<file path="src/core_exec_pkg.sv">
// constants and types shared by the skip/clear/call execution block
// assumes a 14-bit instruction word, 7-bit file address, 13-bit program counter
package core_exec_pkg;
   // ************************************************************
   // widths
   // ************************************************************
   localparam int INSTR_W = 14;
   localparam int PC_W = 13;
   localparam int FADDR_W = 7;
   localparam int DATA_W = 8;
   localparam int BSEL_W = 3;
   localparam int KADDR_W = 11;
   localparam int LATCH_W = 5;

   // ************************************************************
   // encodings and field positions
   // ************************************************************
   localparam logic [13:0] NOP_WORD = 14'h0000;
   localparam logic [3:0] BTSS_PREFIX = 4'h7;
   localparam logic [6:0] CLR_PREFIX = 7'h03;
   localparam logic [2:0] CALL_PREFIX = 3'h4;
   localparam int BSEL_LSB = 7;
   localparam int LATCH_PAGE_LSB = 3;
   localparam logic [12:0] PC_RESET = 13'h0000;
   localparam logic [12:0] PC_STEP = 13'h0001;
   localparam logic [7:0] CLEAR_VALUE = 8'h00;

   typedef enum logic [1:0] {
      OP_OTHER,
      OP_BIT_TEST_SKIP_SET,
      OP_CLEAR_DATA_REGISTER,
      OP_CALL
   } op_kind_t;
endpackage : core_exec_pkg

</file>
<file path="src/decode_if.sv">
// carries an instruction word to the decoder and its decoded fields back
// assumes both ends sit on the same clock; the decoder is combinational
`timescale 1ns/100ps
interface decode_if;
   logic [13:0] instr;
   core_exec_pkg::op_kind_t kind;
   logic [6:0] faddr;
   logic [2:0] bsel;
   logic [10:0] kaddr;

   modport dec (
      input instr,
      output kind,
      output faddr,
      output bsel,
      output kaddr
   );
   modport use_side (
      output instr,
      input kind,
      input faddr,
      input bsel,
      input kaddr
   );
endinterface : decode_if

</file>
<file path="src/bit_skip_clear_call_exec.sv">
// two-slot fetch/execute core for bit test skip, register clear and call
// assumes program memory returns the word at pc_o in the same cycle and the
// register file answers rf_addr_o combinationally on rf_rdata_i
`timescale 1ns/100ps
module bit_skip_clear_call_exec (
   input wire logic ref_clk_i,
   input wire logic sys_rst_i,
   input wire logic [13:0] instr_i,
   input wire logic [7:0] rf_rdata_i,
   input wire logic [4:0] pc_page_latch_i,
   output logic [12:0] pc_o,
   output logic [6:0] rf_addr_o,
   output logic rf_we_o,
   output logic [6:0] rf_waddr_o,
   output logic [7:0] rf_wdata_o,
   output logic zero_set_o,
   output logic push_o,
   output logic [12:0] stack_top_o,
   output logic bubble_o
);
   // ************************************************************
   // decode of the execute slot
   // ************************************************************
   decode_if dif ();
   instr_field_decoder u_dec (
      .d(dif.dec)
   );

   logic [13:0] ir_q, ir_d;
   logic [12:0] pc_q, pc_d;
   logic [6:0] rf_addr_q, rf_addr_d;
   logic rf_we_q, rf_we_d;
   logic [6:0] rf_waddr_q, rf_waddr_d;
   logic zero_set_q, zero_set_d;
   logic push_q, push_d;
   logic [12:0] stack_top_q, stack_top_d;
   logic bubble_q, bubble_d;
   logic [7:0] rf_wdata_q, rf_wdata_d;
   logic live_q, live_d;
   logic is_skip, is_clear, is_call, bit_set;

   assign dif.instr = ir_q;
   assign is_skip = dif.kind == core_exec_pkg::OP_BIT_TEST_SKIP_SET;
   assign is_clear = dif.kind == core_exec_pkg::OP_CLEAR_DATA_REGISTER;
   assign is_call = dif.kind == core_exec_pkg::OP_CALL;
   // the operand address was registered at fetch, so the read is ready now
   assign bit_set = rf_rdata_i[dif.bsel];

   // ************************************************************
   // next state
   // ************************************************************
   always_comb begin
      pc_d = pc_q + core_exec_pkg::PC_STEP;
      ir_d = instr_i;
      bubble_d = 1'b0;
      rf_we_d = 1'b0;
      rf_waddr_d = dif.faddr;
      zero_set_d = 1'b0;
      push_d = 1'b0;
      stack_top_d = stack_top_q;
      // write data is fixed, but kept in a flop so the pin is registered
      rf_wdata_d = core_exec_pkg::CLEAR_VALUE;
      live_d = 1'b1;
      if (is_skip && bit_set) begin
         ir_d = core_exec_pkg::NOP_WORD;
         bubble_d = 1'b1;
      end else if (is_clear) begin
         rf_we_d = 1'b1;
         zero_set_d = 1'b1;
      end else if (is_call) begin
         // pc_q already points one past the call, which is the return address
         push_d = 1'b1;
         stack_top_d = pc_q;
         pc_d = {pc_page_latch_i[core_exec_pkg::LATCH_PAGE_LSB +: 2],
                 dif.kaddr};
         ir_d = core_exec_pkg::NOP_WORD;
         bubble_d = 1'b1;
      end
      rf_addr_d = ir_d[core_exec_pkg::FADDR_W-1:0];
   end

   // ************************************************************
   // registers
   // ************************************************************
   always_ff @(posedge ref_clk_i) begin
      if (sys_rst_i) begin
         pc_q <= core_exec_pkg::PC_RESET;
         ir_q <= core_exec_pkg::NOP_WORD;
         rf_addr_q <= '0;
         rf_we_q <= 1'b0;
         rf_waddr_q <= '0;
         zero_set_q <= 1'b0;
         push_q <= 1'b0;
         stack_top_q <= core_exec_pkg::PC_RESET;
         bubble_q <= 1'b0;
         rf_wdata_q <= core_exec_pkg::CLEAR_VALUE;
         live_q <= 1'b0;
      end else begin
         pc_q <= pc_d;
         ir_q <= ir_d;
         rf_addr_q <= rf_addr_d;
         rf_we_q <= rf_we_d;
         rf_waddr_q <= rf_waddr_d;
         zero_set_q <= zero_set_d;
         push_q <= push_d;
         stack_top_q <= stack_top_d;
         bubble_q <= bubble_d;
         rf_wdata_q <= rf_wdata_d;
         live_q <= live_d;
      end
   end

   assign pc_o = pc_q;
   assign rf_addr_o = rf_addr_q;
   assign rf_we_o = rf_we_q;
   assign rf_waddr_o = rf_waddr_q;
   assign rf_wdata_o = rf_wdata_q;
   assign zero_set_o = zero_set_q;
   assign push_o = push_q;
   assign stack_top_o = stack_top_q;
   assign bubble_o = bubble_q;
endmodule : bit_skip_clear_call_exec

</file>
<file path="src/instr_field_decoder.sv">
// combinational opcode and field decoder for the three handled instructions
// assumes the caller presents the word in the execute slot
`timescale 1ns/100ps
module instr_field_decoder (
   decode_if.dec d
);
   localparam int MSB = core_exec_pkg::INSTR_W - 1;
   localparam int SKIP_W = $bits(core_exec_pkg::BTSS_PREFIX);
   localparam int CLR_W = $bits(core_exec_pkg::CLR_PREFIX);
   localparam int CALL_W = $bits(core_exec_pkg::CALL_PREFIX);
   // ************************************************************
   // decode
   // ************************************************************
   always_comb begin
      d.faddr = d.instr[core_exec_pkg::FADDR_W-1:0];
      d.bsel = d.instr[core_exec_pkg::BSEL_LSB +: core_exec_pkg::BSEL_W];
      d.kaddr = d.instr[core_exec_pkg::KADDR_W-1:0];
      if (d.instr[MSB -: SKIP_W] == core_exec_pkg::BTSS_PREFIX) begin
         d.kind = core_exec_pkg::OP_BIT_TEST_SKIP_SET;
      end else if (d.instr[MSB -: CLR_W] == core_exec_pkg::CLR_PREFIX) begin
         d.kind = core_exec_pkg::OP_CLEAR_DATA_REGISTER;
      end else if (d.instr[MSB -: CALL_W] == core_exec_pkg::CALL_PREFIX) begin
         d.kind = core_exec_pkg::OP_CALL;
      end else begin
         d.kind = core_exec_pkg::OP_OTHER;
      end
   end
endmodule : instr_field_decoder
</file>
<file path="config.mk">
export PLATFORM = sky130hd
export DESIGN_NAME = bit_skip_clear_call_exec
export DESIGN_NICKNAME = d
export VERILOG_FILES = /design/src/core_exec_pkg.sv /design/src/decode_if.sv /design/src/bit_skip_clear_call_exec.sv /design/src/instr_field_decoder.sv
export SDC_FILE = /design/constraint.sdc
export NUM_CORES = 1
export LEC_CHECK = 0
export BUFFER_PORTS_ARGS = -buffer_cell sky130_fd_sc_hd__buf_2
export CORE_AREA = 2 2 90 92
export CTS_BUF_LIST = sky130_fd_sc_hd__clkbuf_2
export DETAILED_ROUTE_END_ITERATION = 7
export DIE_AREA = 0 0 92 94
export PLACE_DENSITY = 0.53
export SLEW_MARGIN = 25
export SYNTH_ARGS = -nofsm -noshare
export SYNTH_HDL_FRONTEND = slang
export SYNTH_HIERARCHICAL = 1
export SYNTH_SLANG_ARGS = --single-unit
export TNS_END_PERCENT = 1
</file>
<file path="constraint.sdc">
create_clock -name ref_clk_i -period 1.91 [get_ports ref_clk_i]
set_clock_uncertainty 0.05 [all_clocks]
set_input_delay 0.382 -clock ref_clk_i [delete_from_list [all_inputs] [get_ports ref_clk_i]]
set_output_delay 0.382 -clock ref_clk_i [all_outputs]
set_load 0.02 [all_outputs]
</file>
==> results by group <==
Finish
  • Multi-input logic area: 900 sq um
  • Most frequent cells in the layout: 69 x buf_2, 50 x dfxtp_1, 33 x nand2_1
  • Share of post-route cells with drive strength above 1: 0.367
  • Antenna diodes: 0
  • Filler cells: ~830
  • Layout area overhead: 12.0%
  • Register area: approximately 1000 sq um
  • Commonest non-fill, non-tap cell in the layout: buf_2
  • Post-layout nets: 317

Yosys
  • Gate Count Post-Synth: about 240
  • Prevailing post-synth register cell: dfxtp_1
  • Yosys top cell area share: 0.451
  • Mapped Area: between 2000 and 2500 sq um
  • Seq/Total Area, Yosys: 0.451
  • #FFs+latches synth: 50
  • Area leader, netlist: dfxtp_1
  • Post-Synth XOR/XNOR Area: 0.0395
  • Synth unique cells: 36
  • Area share of fa/ha/maj cells after synthesis: 0.00564
  • Syn Area/Cell: 9.17 sq um
  • Post-synthesis mux area share: 0.0203
  • Post-synth ARST share: 0
  • Post-synthesis compound-gate area fraction: 0.107
  • Ys Warns: 6
  • Simple-gate share of the synthesized area: 0.219
  • Largest family of logic cells by synthesized area: simple AND/OR/NAND/NOR gates
  • Number of synthesized flops with an enable pin: 0
  • Synth area leaders: dfxtp_1 45%, buf_4 13%, nand2_1 5.6%

Clock network
  • Clock tree buffer depth: 2
  • Post-CTS Hold Buffers: 0
  • Post-cts gate resize count: 0
  • Total setup buffers inserted after CTS: 0
  • CTS Root Cell: clkbuf_2
  • Clk Latency, worst-skew pair: between 0.4 and 0.5 ns
  • CTS tree: built
  • H-tree depth: 2
  • CTS sink cnt: 50
  • Clk slew on worst S/H paths: around 0.22 ns
  • Inserted Clock Buffers: 5

Floorplan
  • Chip Height: approximately 94 um
  • Row count: 32
  • Boundary pin count: 81
  • Starting Density: 0.292
  • Std-Cell Core Area: around 7600 sq um
  • Die area: a little under 9000 sq um
  • Die W: between 90 and 100 um

STA
  • Final hold viol count: 0
  • RSZ-0062 raised after global routing: no
  • FMAX: around 580 MHz
  • Final Setup Violations: 0
  • Setup TNS: 0 ns
  • Final hold slack: around 0.12 ns
  • Minimum clock period: around 1.7 ns
  • Max Slew Vio Count: 0
  • Final Cycle Share: 0.898

Pwr
  • Power per Cell Area: 703 nW/um^2
  • Peak supply drop: between 0.2 and 0.25 mV
  • Clock network fraction of total power: 0.218
  • LEAKAGE: approximately 1.1 nW
  • Flop pwr share: 0.642
  • Comb power frac: 0.141
  • Psw: about 0.48 mW
  • Pint: around 1.3 mW
  • Switching portion of total power: 0.276

Setup path
  • Arrival time at the worst endpoint: approximately 2.0 ns
  • Worst Setup Start Kind: register
  • Crit Path Max Fanout: 39
  • Req. time, crit path: approximately 2.2 ns
  • Crit path kind: register to register
  • CP endpoint kind: register

Place
  • Hpwl dp: 3220 um
  • IO Port Bufs: 69
  • GPL Wtd Cong: roughly 0.75

Global route
  • GRT Total Usage: 0.110
  • First-pass GRT wire length: approximately 7500 um
  • Most used routing layer: met2
  • Grt met2 use: 0.170
  • Vias in the first global route: 1,564
  • Initial antenna violation count: 0
  • Largest net degree at the start of global routing: 40
  • GR Layer Usage met1: 0.146
  • Overflow after GRT: 0
  • Met3 GRT Util: 0.0361

Drt
  • Final ANT Viol Nets: 0
  • Routed WL: 4530 um
  • Avg Vias per Cell: between 4 and 5
  • Detailed Route Iter0 Violations: 43
  • DRC viols: 0
  • Drt first pass iters: 4
  • Wire per inst: about 12 um
  • Routed via count: approximately 1,600

Outcome
  • Outcome: finished clean

Hold path
  • Hold crit path type: primary input to register

Job
  • # Max-Cap Violations: 0
## cell type report
class | count | share of cell area
clock buffer | 5 | 0.0101
clock inverter | 1 | 0.00151
inverter | 4 | 0.00604
multi-input combinational | 148 | 0.362
sequential | 50 | 0.403
tap | 102 | 0.0514
timing repair buffer | 78 | 0.166
## critical path: stages, from the launching register on
cell	delay, ns
dfxtp_1	0.41
and4bb_2	0.24
o21a_1	0.19
nand2_1	0.07
buf_4	0.37
nor2_1	0.09
a211oi_1	0.23
## power by group through the flow
stage                     combinational [mW]  sequential [mW]  clock (mW)
after floorplan                        0.199             1.17           0
after global placement                 0.248             1.14           0
after detailed placement               0.249             1.14           0
after CTS                              0.249             1.12       0.408
after global routing                   0.270             1.13       0.445
final                                  0.246             1.12       0.381
## layer usage
layer	routed length (um)	up-vias
met2	2000	52
li1	-	834
met5	0	-
met3	308	5
met4	61	0
met1	2170	704
## path summary, 6_finish.rpt
check	from	cells past startpoint	slack, ns	to
worst min-delay path	instr_i[5]	2	0.12	dif.instr[5]
worst max-delay path	dif.instr[10]	6	0.19	pc_o[0]
worst max register to register	dif.instr[10]	6	0.19	pc_o[0]
worst min register to register	stack_top_o[7]	2	0.42	stack_top_o[7]
## sequential cells by signal, indices dropped and copies added, names as in the netlist
signal	flops
dif.instr	14
rf_waddr_o	7
bubble_o	1
pc_o	13
stack_top_o	13
push_o	1
zero_set_o	1
## synth_stat cells (all sizes together) (2+ instances only)
master and number:
mux2i 3, nor3 5, and2 15, xor2 3, nand4 2, nor2b 10, xnor2 7, nand3 5
inv 4, dfxtp 50, nor2 16, nand2 33, buf 39, clkbuf 8, a21oi 15, a211oi 11
## cells by family (layout without fill, tap and decap cells)
group / after synthesis / after routing
simple gates: 92 / 92
buf+inv: 51 / 88
flops: 50 / 50
compound gates: 33 / 33
xor+xnor: 10 / 10
mux: 4 / 4
fa+ha+maj: 1 / 1
other cells: 1 / 8
## per-stage QoR
| stage | util | total power, mW | instance area (sq um) | worst slack (ns) | std cells |
|---|---|---|---|---|---|
| floorplan | - | 1.36 | 2250 | 0.218 | 249 |
| global placement | 0.323 | 1.39 | 2460 | 0.227 | 382 |
| detailed placement | 0.323 | 1.39 | 2460 | 0.215 | 382 |
| CTS | 0.327 | 1.78 | 2480 | 0.162 | 388 |
| global route | 0.327 | 1.84 | 2480 | 0.0547 | 388 |
| finish | 0.327 | 1.75 | 2480 | 0.194 | 388 |
No activity file was read; power rests on OpenSTA's default activity.
